File: src/rtl/mct_defs.svh
// Register indices, field positions and fixed read values for the timer core
`ifndef MCT_DEFS_SVH
`define MCT_DEFS_SVH

// Register indices (byte address is four times the index)
`define MCT_IX_START 30'h0008_8680
`define MCT_IX_CTRL 30'h0008_86f0
`define MCT_IX_IOCTL 30'h0008_86f4
`define MCT_IX_CH0_STAT 30'h0008_8705
`define MCT_IX_CH0_CNT 30'h0008_8706
`define MCT_IX_CH0_GRA 30'h0008_8708
`define MCT_IX_CH0_GRB 30'h0008_870a
`define MCT_IX_CH0_GRC 30'h0008_870c
`define MCT_IX_CH0_GRD 30'h0008_870e
`define MCT_IX_CH0_GRE 30'h0008_8720
`define MCT_IX_CH0_GRF 30'h0008_8722
`define MCT_IX_XFER_SEL 30'h0008_8726
`define MCT_IX_CH1_STAT 30'h0008_8785
`define MCT_IX_CH1_CNT 30'h0008_8786
`define MCT_IX_CH1_GRA 30'h0008_8788
`define MCT_IX_CH1_GRB 30'h0008_878a
`define MCT_IX_CCR 30'h0008_8790
`define MCT_IX_CH2_STAT 30'h0008_8805
`define MCT_IX_CH2_CNT 30'h0008_8806
`define MCT_IX_CH2_GRA 30'h0008_8808
`define MCT_IX_CH2_GRB 30'h0008_880a
`define MCT_IX_CH5_GRW 30'h0008_8842
`define MCT_IX_CH5_CNTU 30'h0008_8880
`define MCT_IX_CH5_GRU 30'h0008_8882
`define MCT_IX_CH5_CNTV 30'h0008_8890
`define MCT_IX_CH5_GRV 30'h0008_8892
`define MCT_IX_CH5_CNTW 30'h0008_88a0
`define MCT_IX_CH5_START 30'h0008_88b4

// Control register fields
`define MCT_CTRL_BUF_AB 0
`define MCT_CTRL_BUF_E 1
`define MCT_CTRL_CLR_A 2
`define MCT_CTRL_DOWN1 5
`define MCT_CTRL_DOWN2 6
`define MCT_CTRL_CASCADE 7
`define MCT_CTRL_CAP 8
`define MCT_CTRL_CAP5 16
`define MCT_CTRL_PW5 19
`define MCT_CTRL_ADC_EN 22
`define MCT_CTRL_W 23

// I/O control fields: initial level per pin, toggle enable per pin
`define MCT_IOCTL_INIT 0
`define MCT_IOCTL_TOG 6
`define MCT_IOCTL_W 12

// Status register reserved bits b6..b0 read back as ones
`define MCT_STAT_RSVD 7'h7f
`define MCT_CH0_DIR_RSVD 1'h1

`endif

File: src/rtl/mct_pkg.sv
// Types shared by the timer core
package mct_pkg;

  typedef logic [15:0] mct_word_t;

  typedef struct packed {
    logic [2:0] run;
    logic [2:0] run5;
    logic [2:0] xfer_sel;
    logic [3:0] ccr;
    logic [22:0] ctrl;
    logic [11:0] ioctl;
    mct_word_t [2:0] cnt;
    mct_word_t [2:0][1:0] grab;
    mct_word_t [3:0] gr0x;
    mct_word_t [2:0] cnt5;
    mct_word_t [2:0] gr5;
    logic [5:0] pin_out;
    logic [10:0] pin_prev;
    logic [2:0] match5;
    logic adc_req;
    logic [31:0] prdata;
    logic pslverr;
  } mct_state_t;

endpackage : mct_pkg

File: src/rtl/mct_core.sv
// Multi-channel 16-bit timer core with APB register access
// Overview of operation
// (RULE1) Channel 1/2 status bit 7 reads direction: 1 counting up, 0 down.
// (RULE2) Status bits 5..0 read undefined, bit 6 reads 1; software writes ones.
// (RULE3) Channel 0 status bit 7 is reserved and always reads 1.
// (RULE4) Timing bit A: C copies into A on match A, or on counter clear.
// (RULE5) Timing bit B: D copies into B on match B, or on counter clear.
// (RULE6) Timing bit E: F copies into E on match E, or on clear.
// (RULE7) Software keeps timing bits zero unless the channel runs PWM.
// (RULE8) Cascaded: bits 0/1 add channel 1 pin A/B to channel 2 captures.
// (RULE9) Cascaded: bits 2/3 add channel 2 pin A/B to channel 1 captures.
// (RULE10) Software accesses counters and general registers as 16-bit words only.
// (RULE11) General registers A to D work as compare or capture registers.
// (RULE12) Channel 0 C buffers A and D buffers B.
// (RULE13) Channel 0 E and F compare; counter equal E may request A/D start. The code compares E only; F serves only as the buffer for E.
// (RULE14) Channel 0 F may act as buffer for E.
// (RULE15) Channel 5 registers support compare, capture and pulse-width measurement.
// (RULE16) Start bits 0..2 stop or run counters of channels 0..2.
// (RULE17) Software stops a counter before changing its mode or clock.
// (RULE18) A stopped counter's output pin keeps its compare level.
// (RULE19) I/O control write while stopped drives the pin's initial level at once.
// (RULE20) Channel 5 start bits 0,1,2 run counters W, V, U.
// (RULE21) Reserved upper bits of timing, capture and start registers read zero.
// (RULE22) Bus writes take effect on the next edge and win over counting.
`include "mct_defs.svh"

module mct_core
  import mct_pkg::*;
(
  // Clock and reset
  input wire logic clock,
  input wire logic rst_n,
  // APB slave
  input wire logic psel,
  input wire logic penable,
  input wire logic pwrite,
  input wire logic [31:0] paddr,
  input wire logic [31:0] pwdata,
  output logic [31:0] prdata,
  output logic pready,
  output logic pslverr,
  // Channel 0..2 pins A/B: input, output, active-low enable (0A,0B,1A,1B,2A,2B)
  input wire logic [5:0] io_pin_in,
  output logic [5:0] io_pin_out,
  output logic [5:0] io_pin_oe_n,
  // Channel 0 capture-only pins C and D
  input wire logic [1:0] ch0_cd_pin_in,
  // Channel 5 inputs and compare pulses, index 0 W, 1 V, 2 U
  input wire logic [2:0] ch5_pin_in,
  output logic [2:0] ch5_match,
  // A/D converter start request
  output logic adc_start_req
);

  mct_state_t q_r;
  mct_state_t q_nxt;

  logic [29:0] ix;
  logic wr;
  logic rd_setup;
  logic hit;
  logic [31:0] rd_val;
  logic [10:0] pins;
  logic [10:0] rise;
  logic [10:0] fall;
  logic [2:0] match_a;
  logic [2:0] match_b;
  logic [2:0] clr;
  logic match_e;
  logic [7:0] cap_ev;

  assign ix = paddr[31:2];
  assign wr = psel && penable && pwrite;
  assign rd_setup = psel && !penable;
  // Inputs in order 0A,0B,0C,0D,1A,1B,2A,2B,5W,5V,5U
  assign pins = {ch5_pin_in, io_pin_in[5:2], ch0_cd_pin_in, io_pin_in[1:0]};
  assign rise = pins & ~q_r.pin_prev;
  assign fall = ~pins & q_r.pin_prev;

  always_comb begin
    int inp;
    int o;
    q_nxt = q_r;
    inp = 0;
    o = 0;
    hit = 1'b0;
    rd_val = 32'h0000_0000;
    match_a = 3'h0;
    match_b = 3'h0;
    clr = 3'h0;
    cap_ev = 8'h00;
    q_nxt.adc_req = 1'b0;
    q_nxt.match5 = 3'h0;
    q_nxt.pin_prev = pins;

    // Compare and capture events of channels 0..2
    for (int ch = 0; ch < 3; ch++) begin
      for (int ab = 0; ab < 2; ab++) begin
        inp = ch * 2 + ab + ((ch == 0) ? 0 : 2);
        // RULE11 capture on pin edge
        cap_ev[inp] = q_r.ctrl[`MCT_CTRL_CAP + inp] & rise[inp];
      end
      match_a[ch] = q_r.run[ch] & ~q_r.ctrl[`MCT_CTRL_CAP + ch * 2 + ((ch == 0) ? 0 : 2)] &
                    (q_r.cnt[ch] == q_r.grab[ch][0]);
      match_b[ch] = q_r.run[ch] & ~q_r.ctrl[`MCT_CTRL_CAP + ch * 2 + ((ch == 0) ? 1 : 3)] &
                    (q_r.cnt[ch] == q_r.grab[ch][1]);
      clr[ch] = match_a[ch] & q_r.ctrl[`MCT_CTRL_CLR_A + ch];
    end
    cap_ev[2] = q_r.ctrl[`MCT_CTRL_CAP + 2] & rise[2];
    cap_ev[3] = q_r.ctrl[`MCT_CTRL_CAP + 3] & rise[3];
    if (q_r.ctrl[`MCT_CTRL_CASCADE]) begin
      // RULE8 channel 1 pins into channel 2 captures
      cap_ev[6] = cap_ev[6] | (q_r.ctrl[`MCT_CTRL_CAP + 6] & q_r.ccr[0] & rise[4]);
      cap_ev[7] = cap_ev[7] | (q_r.ctrl[`MCT_CTRL_CAP + 7] & q_r.ccr[1] & rise[5]);
      // RULE9 channel 2 pins into channel 1 captures
      cap_ev[4] = cap_ev[4] | (q_r.ctrl[`MCT_CTRL_CAP + 4] & q_r.ccr[2] & rise[6]);
      cap_ev[5] = cap_ev[5] | (q_r.ctrl[`MCT_CTRL_CAP + 5] & q_r.ccr[3] & rise[7]);
    end
    match_e = q_r.run[0] & (q_r.cnt[0] == q_r.gr0x[2]);

    for (int ch = 0; ch < 3; ch++) begin
      // RULE16 count only while the start bit is set
      if (q_r.run[ch]) begin
        if (clr[ch]) begin
          q_nxt.cnt[ch] = 16'h0000;
        end else if ((ch == 1 && q_r.ctrl[`MCT_CTRL_DOWN1]) ||
                     (ch == 2 && q_r.ctrl[`MCT_CTRL_DOWN2])) begin
          q_nxt.cnt[ch] = q_r.cnt[ch] - 16'h0001;
        end else begin
          q_nxt.cnt[ch] = q_r.cnt[ch] + 16'h0001;
        end
      end
      for (int ab = 0; ab < 2; ab++) begin
        inp = ch * 2 + ab + ((ch == 0) ? 0 : 2);
        o = ch * 2 + ab;
        if (cap_ev[inp]) begin
          q_nxt.grab[ch][ab] = q_r.cnt[ch];
        end
        // RULE18 here the pin moves only on a match, so a stopped counter holds it
        if (q_r.ioctl[`MCT_IOCTL_TOG + o] && ((ab == 0) ? match_a[ch] : match_b[ch])) begin
          q_nxt.pin_out[o] = ~q_r.pin_out[o];
        end
      end
    end
    for (int cd = 0; cd < 2; cd++) begin
      if (cap_ev[2 + cd]) begin
        q_nxt.gr0x[cd] = q_r.cnt[0];
      end
    end

    // RULE12 C buffers A and D buffers B
    if (q_r.ctrl[`MCT_CTRL_BUF_AB]) begin
      // RULE4 copy C to A on match A or on clear
      if (q_r.xfer_sel[0] ? clr[0] : match_a[0]) begin
        q_nxt.grab[0][0] = q_r.gr0x[0];
      end
      // RULE5 copy D to B on match B or on clear
      if (q_r.xfer_sel[1] ? clr[0] : match_b[0]) begin
        q_nxt.grab[0][1] = q_r.gr0x[1];
      end
    end
    // RULE14 F buffers E
    if (q_r.ctrl[`MCT_CTRL_BUF_E]) begin
      // RULE6 copy F to E on match E or on clear
      if (q_r.xfer_sel[2] ? clr[0] : match_e) begin
        q_nxt.gr0x[2] = q_r.gr0x[3];
      end
    end
    // RULE13 A/D start request on counter equal E
    q_nxt.adc_req = match_e & q_r.ctrl[`MCT_CTRL_ADC_EN];

    // RULE15 channel 5: compare, capture or pulse-width measurement
    for (int k = 0; k < 3; k++) begin
      // RULE20 start bits 0..2 run W, V, U
      if (q_r.ctrl[`MCT_CTRL_PW5 + k]) begin
        // Width counted while the pin is high, taken and restarted at its fall
        if (fall[8 + k]) begin
          q_nxt.gr5[k] = q_r.cnt5[k];
          q_nxt.cnt5[k] = 16'h0000;
        end else if (q_r.run5[k] && pins[8 + k]) begin
          q_nxt.cnt5[k] = q_r.cnt5[k] + 16'h0001;
        end
      end else begin
        if (q_r.run5[k]) begin
          q_nxt.cnt5[k] = q_r.cnt5[k] + 16'h0001;
        end
        if (q_r.ctrl[`MCT_CTRL_CAP5 + k]) begin
          if (rise[8 + k]) begin
            q_nxt.gr5[k] = q_r.cnt5[k];
          end
        end else begin
          q_nxt.match5[k] = q_r.run5[k] & (q_r.cnt5[k] == q_r.gr5[k]);
        end
      end
    end

    // Register decode; a bus write is applied last so it wins over counting
    if (paddr[1:0] != 2'b00) begin
      hit = 1'b0;
    end else if (ix == `MCT_IX_START) begin
      hit = 1'b1;
      // RULE21 upper bits read zero
      rd_val = {29'h0, q_r.run};
      if (wr) begin
        // RULE22 write lands on the access edge
        q_nxt.run = pwdata[2:0];
      end
    end else if (ix == `MCT_IX_CH5_START) begin
      hit = 1'b1;
      rd_val = {29'h0, q_r.run5};
      if (wr) begin
        q_nxt.run5 = pwdata[2:0];
      end
    end else if (ix == `MCT_IX_XFER_SEL) begin
      hit = 1'b1;
      rd_val = {29'h0, q_r.xfer_sel};
      if (wr) begin
        q_nxt.xfer_sel = pwdata[2:0];
      end
    end else if (ix == `MCT_IX_CCR) begin
      hit = 1'b1;
      rd_val = {28'h0, q_r.ccr};
      if (wr) begin
        q_nxt.ccr = pwdata[3:0];
      end
    end else if (ix == `MCT_IX_CTRL) begin
      hit = 1'b1;
      rd_val = {9'h0, q_r.ctrl};
      if (wr) begin
        q_nxt.ctrl = pwdata[`MCT_CTRL_W-1:0];
      end
    end else if (ix == `MCT_IX_IOCTL) begin
      hit = 1'b1;
      rd_val = {20'h0, q_r.ioctl};
      if (wr) begin
        q_nxt.ioctl = pwdata[`MCT_IOCTL_W-1:0];
        for (int p = 0; p < 6; p++) begin
          // RULE19 stopped channel takes the initial level at once
          if (!q_r.run[p / 2]) begin
            q_nxt.pin_out[p] = pwdata[`MCT_IOCTL_INIT + p];
          end
        end
      end
    end else if (ix == `MCT_IX_CH0_STAT) begin
      hit = 1'b1;
      // RULE3 direction position reads 1
      // RULE2 reserved bits read ones, writes ignored
      rd_val = {24'h0, `MCT_CH0_DIR_RSVD, `MCT_STAT_RSVD};
    end else if (ix == `MCT_IX_CH1_STAT) begin
      hit = 1'b1;
      // RULE1 direction flag, 1 while counting up
      rd_val = {24'h0, ~q_r.ctrl[`MCT_CTRL_DOWN1], `MCT_STAT_RSVD};
    end else if (ix == `MCT_IX_CH2_STAT) begin
      hit = 1'b1;
      rd_val = {24'h0, ~q_r.ctrl[`MCT_CTRL_DOWN2], `MCT_STAT_RSVD};
    end else if (ix == `MCT_IX_CH0_CNT) begin
      hit = 1'b1;
      rd_val = {16'h0, q_r.cnt[0]};
      if (wr) begin
        q_nxt.cnt[0] = pwdata[15:0];
      end
    end else if (ix == `MCT_IX_CH1_CNT) begin
      hit = 1'b1;
      rd_val = {16'h0, q_r.cnt[1]};
      if (wr) begin
        q_nxt.cnt[1] = pwdata[15:0];
      end
    end else if (ix == `MCT_IX_CH2_CNT) begin
      hit = 1'b1;
      rd_val = {16'h0, q_r.cnt[2]};
      if (wr) begin
        q_nxt.cnt[2] = pwdata[15:0];
      end
    end else if (ix == `MCT_IX_CH0_GRA || ix == `MCT_IX_CH0_GRB) begin
      hit = 1'b1;
      rd_val = {16'h0, q_r.grab[0][ix[1]]};
      if (wr) begin
        q_nxt.grab[0][ix[1]] = pwdata[15:0];
      end
    end else if (ix == `MCT_IX_CH1_GRA || ix == `MCT_IX_CH1_GRB) begin
      hit = 1'b1;
      rd_val = {16'h0, q_r.grab[1][ix[1]]};
      if (wr) begin
        q_nxt.grab[1][ix[1]] = pwdata[15:0];
      end
    end else if (ix == `MCT_IX_CH2_GRA || ix == `MCT_IX_CH2_GRB) begin
      hit = 1'b1;
      rd_val = {16'h0, q_r.grab[2][ix[1]]};
      if (wr) begin
        q_nxt.grab[2][ix[1]] = pwdata[15:0];
      end
    end else if (ix == `MCT_IX_CH0_GRC || ix == `MCT_IX_CH0_GRD) begin
      hit = 1'b1;
      rd_val = {16'h0, q_r.gr0x[ix[1]]};
      if (wr) begin
        q_nxt.gr0x[ix[1]] = pwdata[15:0];
      end
    end else if (ix == `MCT_IX_CH0_GRE || ix == `MCT_IX_CH0_GRF) begin
      hit = 1'b1;
      rd_val = {16'h0, q_r.gr0x[{1'b1, ix[1]}]};
      if (wr) begin
        q_nxt.gr0x[{1'b1, ix[1]}] = pwdata[15:0];
      end
    end else if (ix == `MCT_IX_CH5_CNTW || ix == `MCT_IX_CH5_CNTV ||
                 ix == `MCT_IX_CH5_CNTU) begin
      hit = 1'b1;
      // Slots 0 W, 1 V, 2 U from index bits 5:4
      rd_val = {16'h0, q_r.cnt5[2'd2 - ix[5:4]]};
      if (wr) begin
        q_nxt.cnt5[2'd2 - ix[5:4]] = pwdata[15:0];
      end
    end else if (ix == `MCT_IX_CH5_GRU || ix == `MCT_IX_CH5_GRV) begin
      hit = 1'b1;
      rd_val = {16'h0, q_r.gr5[2'd2 - ix[5:4]]};
      if (wr) begin
        q_nxt.gr5[2'd2 - ix[5:4]] = pwdata[15:0];
      end
    end else if (ix == `MCT_IX_CH5_GRW) begin
      hit = 1'b1;
      rd_val = {16'h0, q_r.gr5[0]};
      if (wr) begin
        q_nxt.gr5[0] = pwdata[15:0];
      end
    end

    // Read data and error are latched in the setup cycle, shown in access
    if (rd_setup) begin
      q_nxt.prdata = pwrite ? 32'h0000_0000 : rd_val;
      q_nxt.pslverr = ~hit;
    end
  end

  always_ff @(posedge clock) begin
    if (!rst_n) begin
      q_r <= '0;
    end else begin
      q_r <= q_nxt;
    end
  end

  // Zero wait states: every access completes in its first access cycle
  assign pready = 1'b1;
  assign prdata = q_r.prdata;
  assign pslverr = q_r.pslverr;
  assign io_pin_out = q_r.pin_out;
  assign io_pin_oe_n = {q_r.ctrl[`MCT_CTRL_CAP + 7 -: 4], q_r.ctrl[`MCT_CTRL_CAP + 1 -: 2]};
  assign ch5_match = q_r.match5;
  assign adc_start_req = q_r.adc_req;
endmodule : mct_core

File: config.mk
export PLATFORM = sky130hd
export DESIGN_NAME = mct_core
export DESIGN_NICKNAME = d
export VERILOG_FILES = /design/src/rtl/mct_pkg.sv /design/src/rtl/mct_core.sv
export VERILOG_INCLUDE_DIRS = /design/src /design/src/rtl
export SDC_FILE = /design/constraint.sdc
export NUM_CORES = 2
export LEC_CHECK = 0
export BUFFER_PORTS_ARGS = -buffer_cell sky130_fd_sc_hd__buf_2
export CORE_MARGIN = 2
export CORE_UTILIZATION = 50
export DETAILED_ROUTE_END_ITERATION = 6
export PLACE_DENSITY = 0.67
export SYNTH_ARGS = -nofsm -noshare
export SYNTH_HDL_FRONTEND = slang
export SYNTH_SLANG_ARGS = --single-unit
File: constraint.sdc
create_clock -name clock -period 3.6 [get_ports clock]
set_input_delay 0.36 -clock clock [delete_from_list [all_inputs] [get_ports clock]]
set_output_delay 0.36 -clock clock [all_outputs]
set_load 0.01 [all_outputs]
Word-level counts from Yosys, hierarchy flattened
Index checks and enable logic that the tools add are counted.

Reduce and logical (&&, ||, !) cells: 37. Add/sub/neg operators: 9. $lt $le $gt $ge: 7. Multiplexer cells: 181. Equal/unequal tests: 40. Bitwise operators: 76.

Operator list (number): two-way mux 310 bit (6); two-way mux 16 bit (85); two-way mux 304 bit (4); == test 30 x 20 -> 1 bit (second input constant) (28); two-way mux 256 bit (3); two-way mux 160 bit (3); two-way mux 32 bit (11); two-way mux 64 bit (5); two-way mux 48 bit (4); two-way mux 96 bit (2); == test 16 bit (10); two-way mux 23 bit (6); bitwise mux 64 bit (2); adder 16 x 1 -> 16 bit (second input constant) (6); bitwise mux 32 bit (3); bitwise mux 48 bit (2); binary-select mux 16 bit (select 2 bit) (2); demux 16 bit (select 1 bit) (3); bitwise AND 1 bit (36); two-way mux 1 bit (36); demux 16 bit (select 2 bit) (1); inverter 1 bit (32); subtractor 16 x 1 -> 16 bit (second input constant) (2); bitwise AND 11 bit (2); other kinds (23) (56).

Flip-flop bits (word level): 406. Word-level logic and storage cells: 383. Output and inout bits: 50.

Logic depth before layout (Yosys ltp)
Depth after elaboration: 27. Mapped depth: 14. Gate-level depth less buffers: 11.

Worst setup path before layout
OpenSTA, ideal clock, no wires.

Path kind: input-to-reg. From: input paddr[6]. To: register q_r (netlist bit prdata[4]). Stages: 12. Data required time: 3.485 ns. Setup slack: 0.691 ns. Data arrival time: 2.795 ns. Buffers on the path: 3. Setup time: 0.115 ns. Cell sequence: inv_1 -> ha_1 -> clkbuf_1 -> clkbuf_1 -> buf_2 -> mux2i_1 -> o21ai_0 -> a22oi_1 -> o21ai_0 -> a222oi_1 -> a31oi_1 -> o21a_1.

Longest elaborated chain between the ends: 24. Elaborated cells between the ends (all ways): 63.

RTL lines: start: declaration (RTL line mct_core.sv:37) `input wire logic [31:0] paddr,`; subtractor 2 bit (RTL line mct_core.sv:308, mct_core.sv:314); binary-select mux 16 bit (select 2 bit) (RTL line mct_core.sv:314) `rd_val = {16'h0, q_r.gr5[2'd2 - ix[5:4]]};`; two-way mux 16 bit (not written as such) (RTL line mct_core.sv:314); two-way mux 16 bit (RTL line mct_core.sv:312) `` end else if (ix == `MCT_IX_CH5_GRU || ix == `MCT_IX_CH5_GRV) begin ``; two-way mux 16 bit (RTL line mct_core.sv:304) `` end else if (ix == `MCT_IX_CH5_CNTW || ix == `MCT_IX_CH5_CNTV || ``; two-way mux 16 bit (RTL line mct_core.sv:298) `` end else if (ix == `MCT_IX_CH0_GRE || ix == `MCT_IX_CH0_GRF) begin ``; two-way mux 16 bit (RTL line mct_core.sv:292) `` end else if (ix == `MCT_IX_CH0_GRC || ix == `MCT_IX_CH0_GRD) begin ``; two-way mux 16 bit (RTL line mct_core.sv:286) `` end else if (ix == `MCT_IX_CH2_GRA || ix == `MCT_IX_CH2_GRB) begin ``; [8 not listed]; two-way mux 16 bit (RTL line mct_core.sv:232) `` end else if (ix == `MCT_IX_IOCTL) begin ``; two-way mux 23 bit (RTL line mct_core.sv:226) `` end else if (ix == `MCT_IX_CTRL) begin ``; two-way mux 23 bit (RTL line mct_core.sv:220) `` end else if (ix == `MCT_IX_CCR) begin ``; two-way mux 23 bit (RTL line mct_core.sv:214) `` end else if (ix == `MCT_IX_XFER_SEL) begin ``; two-way mux 23 bit (RTL line mct_core.sv:208) `` end else if (ix == `MCT_IX_CH5_START) begin ``; two-way mux 23 bit (*) (RTL line mct_core.sv:200) `` end else if (ix == `MCT_IX_START) begin ``; two-way mux 23 bit (*) (RTL line mct_core.sv:198) `if (paddr[1:0] != 2'b00) begin`; two-way mux 32 bit (*) (RTL line mct_core.sv:328) `q_nxt.prdata = pwrite ? 32'h0000_0000 : rd_val;`; end signal: assignment (RTL line mct_core.sv:337) `q_r <= q_nxt;`; end: declaration (RTL line mct_core.sv:55) `mct_state_t q_r;`.

Every way passes the cells marked *; elsewhere a longest branch is shown, timed or not. The select of a mux whose other input is x is not followed. A chain may end at the register's enable or synchronous reset.

Final worst setup path
From: register q_r[322] in the netlist's numbering. To: register q_r[244] in the netlist's numbering.

Longest elaborated chain between the ends: 22. Elaborated cells between the ends (all ways): 24.

RTL lines: == test 16 bit (RTL line mct_core.sv:104) `(q_r.cnt[ch] == q_r.grab[ch][0]);`; bitwise AND 1 bit (RTL line mct_core.sv:103) `` match_a[ch] = q_r.run[ch] & ~q_r.ctrl[`MCT_CTRL_CAP + ch * 2 + ((ch == 0) ? 0 : 2)] & ``; bitwise AND 1 bit (RTL line mct_core.sv:107) `` clr[ch] = match_a[ch] & q_r.ctrl[`MCT_CTRL_CLR_A + ch]; ``; two-way mux 1 bit (*) (RTL line mct_core.sv:158) `if (q_r.xfer_sel[1] ? clr[0] : match_b[0]) begin`; two-way mux 16 bit (*) (RTL line mct_core.sv:158); two-way mux 32 bit (*) (RTL line mct_core.sv:152) `` if (q_r.ctrl[`MCT_CTRL_BUF_AB]) begin ``; bitwise mux 32 bit (RTL line mct_core.sv:278) `q_nxt.grab[0][ix[1]] = pwdata[15:0];`; two-way mux 32 bit (RTL line mct_core.sv:277) `if (wr) begin`; [6 not listed]; two-way mux 304 bit (RTL line mct_core.sv:244) `` end else if (ix == `MCT_IX_CH0_STAT) begin ``; two-way mux 304 bit (RTL line mct_core.sv:232); two-way mux 310 bit (RTL line mct_core.sv:226); two-way mux 310 bit (RTL line mct_core.sv:220); two-way mux 310 bit (RTL line mct_core.sv:214); two-way mux 310 bit (RTL line mct_core.sv:208); two-way mux 310 bit (RTL line mct_core.sv:200); two-way mux 310 bit (*) (RTL line mct_core.sv:198).

Every way passes the cells marked *; elsewhere a longest branch is shown, timed or not.

==> results_dict.tcl <==
set metrics [dict create \
    async_reset_ff_share_pct 0 \
    cts.path.max_buffers 3 \
    drt-total-wl_mm 101 \
    core_area_um2 50100 \
    gp_congestion 1.01 \
    dieArea_um2 52500 \
    cts_buffers 47 \
    crit_chain "xor2_1 -> nor4_1 -> nand3_1 -> nor4_1 -> o21ai_2 -> mux2i_1 -> nor2_1 -> a21oi_1 -> nor2_1" \
    worst_slew_pin_slew_ns 1.25 \
    finalWorstPathRequiredPeriod_ns 3.12 \
    gr-total-overflow 0 \
    whs_ns 0.0237 \
    synth-edff-count 0 \
    grt_setup_unrepaired "false" \
    syn_to_final_growth_pct 10.1 \
    root_buffer "clkbuf_16" \
    viasPerCell 6.51 \
    synth_area_um2 25300 \
    die_w_um 229 \
    synth_flop_cell "dfxtp_1" \
    cpMaxStageDelayCell "o21ai_2" \
    postCtsHoldBufs 14 \
    route.detailed.drc 0 \
    reg2reg_slack_ns 0.48 \
    cts-resized-gates 0 \
    synth_fa_ha_area_share_pct 2.08 \
    fin_cells 3861 \
    maxCapViolCount 0 \
    critPathMaxStageDelay_ns 0.94 \
    grt_first_pass_wirelength_mm 149 \
    grt_max_degree 162 \
    dp_hpwl_mm 71.1 \
    grt_usage_pct 37.3 \
    ys_top_cells_by_area "dfxtp_1, mux2i_1, nor2_1" \
    via_count 25100 \
    startpoint_type "register" \
    r2r-start "q_r[322]" \
    clk_pin_slew_ns 0.06 \
    ys_seq_area_share_pct 31.4 \
    place_inst 3759 \
    synth_top_family_by_area "compound AO/OA/AOI/OAI gates" \
    grt_pass1_vias 23400 \
    fp-row-count 82 \
    max-vdd-ir-drop_mv 0.303 \
    postRouteAntennaNets 0 \
    cp_max_fo 16 \
    ios 130 \
    yosysUniqueCellTypes 86 \
    synth-seq-cells 397 \
    fmax_mhz 320 \
    yosys_warnings 0 \
    finalClockSkew_ns 0.0208 \
    finalHoldViolations 0 \
    yosysTopAreaCellShare_pct 31.4 \
    finalCritPeriodShare_pct 86.8 \
    drive_gt1_share_pct 12.3 \
    synth.area.mux_share_pct 13.2 \
    crit_type "reg -> reg" \
    crit_arrival_ns 3.58 \
    route.detailed.wl_per_inst_um 26.1 \
    antenna_found_initial 9 \
    postCtsSetupBuffers 0 \
    synth_compound_area_share_pct 20.0 \
    fillers 4726 \
    slew-limit-headroom_pct 17.0 \
    finalSetupTns_ns 0 \
    required_ns 4.05 \
    r2r_end "q_r[244]" \
    synth-simple-area-share_pct 19.8 \
    hp-class "in -> reg" \
    synth_top_cell_by_area "dfxtp_1" \
    ff2ff_path_depth 9 \
    final-setup-viol-count 0 \
    hp-start "io_pin_in[1]" \
    syn_area_per_cell_um2 7.93 \
    initial_core_util_pct 50.6 \
    cts_tree "yes" \
    io_buffers 110 \
    holdPathStages 2 \
    dr.pass1.iters 7 \
    nNetsFinal 3271 \
    synthXorXnorAreaFrac_pct 7.05 \
    drt_iter0_drc 3040 \
    syn_inst 3193 \
    clk_latency_ns 0.60 \
    die_h_um 229 \
    worstHoldEndpoint "q_r[38]" \
    cp-end-kind "register" \
    status "complete, no violations" \
    slew_violations 0 \
    cts_max_level 2 \
    power_density_nw_per_um2 348 \
    clkSinkCount 397 \
    power.leakage_uw 0.0121 \
]
[logic make-up (layout without fill, tap and decap cells)]
group / after synthesis / count (layout)
adder cells (fa/ha/maj): 41 / 41
AO/OA/AOI/OAI: 785 / 785
AND/OR/NAND/NOR: 1076 / 1076
buffers and inverters: 360 / 344
multiplexers: 328 / 328
flip-flops: 397 / 397
XOR/XNOR: 204 / 204
other: 2 / 14
[worst max path at each step]
| stage | startpoint | end | slack, ns | cells after the start |
|---|---|---|---|---|
| after floorplan | paddr[6] | prdata[4] | 0.69 | 12 |
| after global placement | paddr[7] | prdata[6] | 0.38 | 13 |
| after detailed placement | paddr[6] | prdata[9] | 0.32 | 12 |
| after CTS | q_r[344] | q_r[356] | 0.52 | 10 |
| after global routing | q_r[322] | q_r[244] | 0.27 | 9 |
| final | q_r[322] | q_r[244] | 0.48 | 9 |
[routing by layer]
metal  global-route usage (%)  part of all wire (%)  vias to the layer above
met1                     48.3                    39                    12000
li1                         -                     -                    11400
met2                     58.0                    44                     1428
met3                     7.47                    10                      328
met4                     20.4                   6.1                        8
met5                     1.19                 0.047                        -
[sequential cells by signal (all words and copies together), names as in the netlist]
register       count
q_r              357
ch5_match          3
pslverr            1
prdata            23
io_pin_oe_n        6
io_pin_out         6
adc_start_req      1
[critical path, delay by kind of cell (launching register included)]
family | cells | cell delay (ns)
xor gates and xnor gates | 1 | 0.28
and+or+nand+nor | 5 | 0.41
AOI/OAI and AO/OA | 2 | 1.06
muxes | 1 | 0.30
DFF | 1 | 0.90
[stage by stage]
step                area [um2]  util [%]  setup slack, ns  total power (uW)
finish                   27900      55.7            0.476              9700
global route             27900      55.7            0.267              9920
CTS                      27900      55.7            0.519              9720
detailed placement       26200      52.3            0.325              4960
global placement         26200      52.3            0.379              4960
floorplan                25400         -            0.691              4760
[power breakdown]
group | switching [uW] | internal (uW) | leakage [uW] | total, uW
Sequential | 3.74 | 4400 | 0.00320 | 4400
Clock | 2000 | 2820 | 0.000759 | 4810
Combinational | 370 | 118 | 0.00810 | 488
[Yosys cell counts (20+ instances only)]
library cell    n
dfxtp_1       397
nor2_1        378
nand2_1       310
mux2i_1       281
clkbuf_1      229
o21ai_0       191
a211oi_1      177
a21oi_1       170
nand3_1       132
xor2_1        111
xnor2_1        93
buf_4          54
buf_2          47
mux2_2         47
nand4_1        47
ha_1           39
a22oi_1        37
a31oi_1        36
nor4_1         35
nor3_1         31
and3_1         27
o211ai_1       24
and2_1         20
[cells in the final DEF (no fill, tap or decap), types with 35 or more instances in the layout]
cell type  count
nor2_1       377
nand2_1      310
nand4_1       47
nor4_1        35
a211oi_1     177
a21oi_1      167
buf_4        121
buf_2        108
a22oi_1       37
ha_1          38
nand3_1      132
xor2_1       111
mux2i_1      281
xnor2_1       93
o21ai_0      189
clkbuf_16     48
a31oi_1       36
mux2_2        47
dfxtp_1      397
[area by class of cell]
type	count	area (um2)	area share (%)
multi-input cells	2444	15800	56.8
flip-flops and latches	397	7950	28.5
clock buffers	70	1390	5.00
repair buffers	246	1650	5.92
clock inverters	14	141	0.507
well taps	672	841	3.02
diodes	4	10.0	0.0359
inverters	14	60.1	0.215
(Power assumes the default switching activity.)
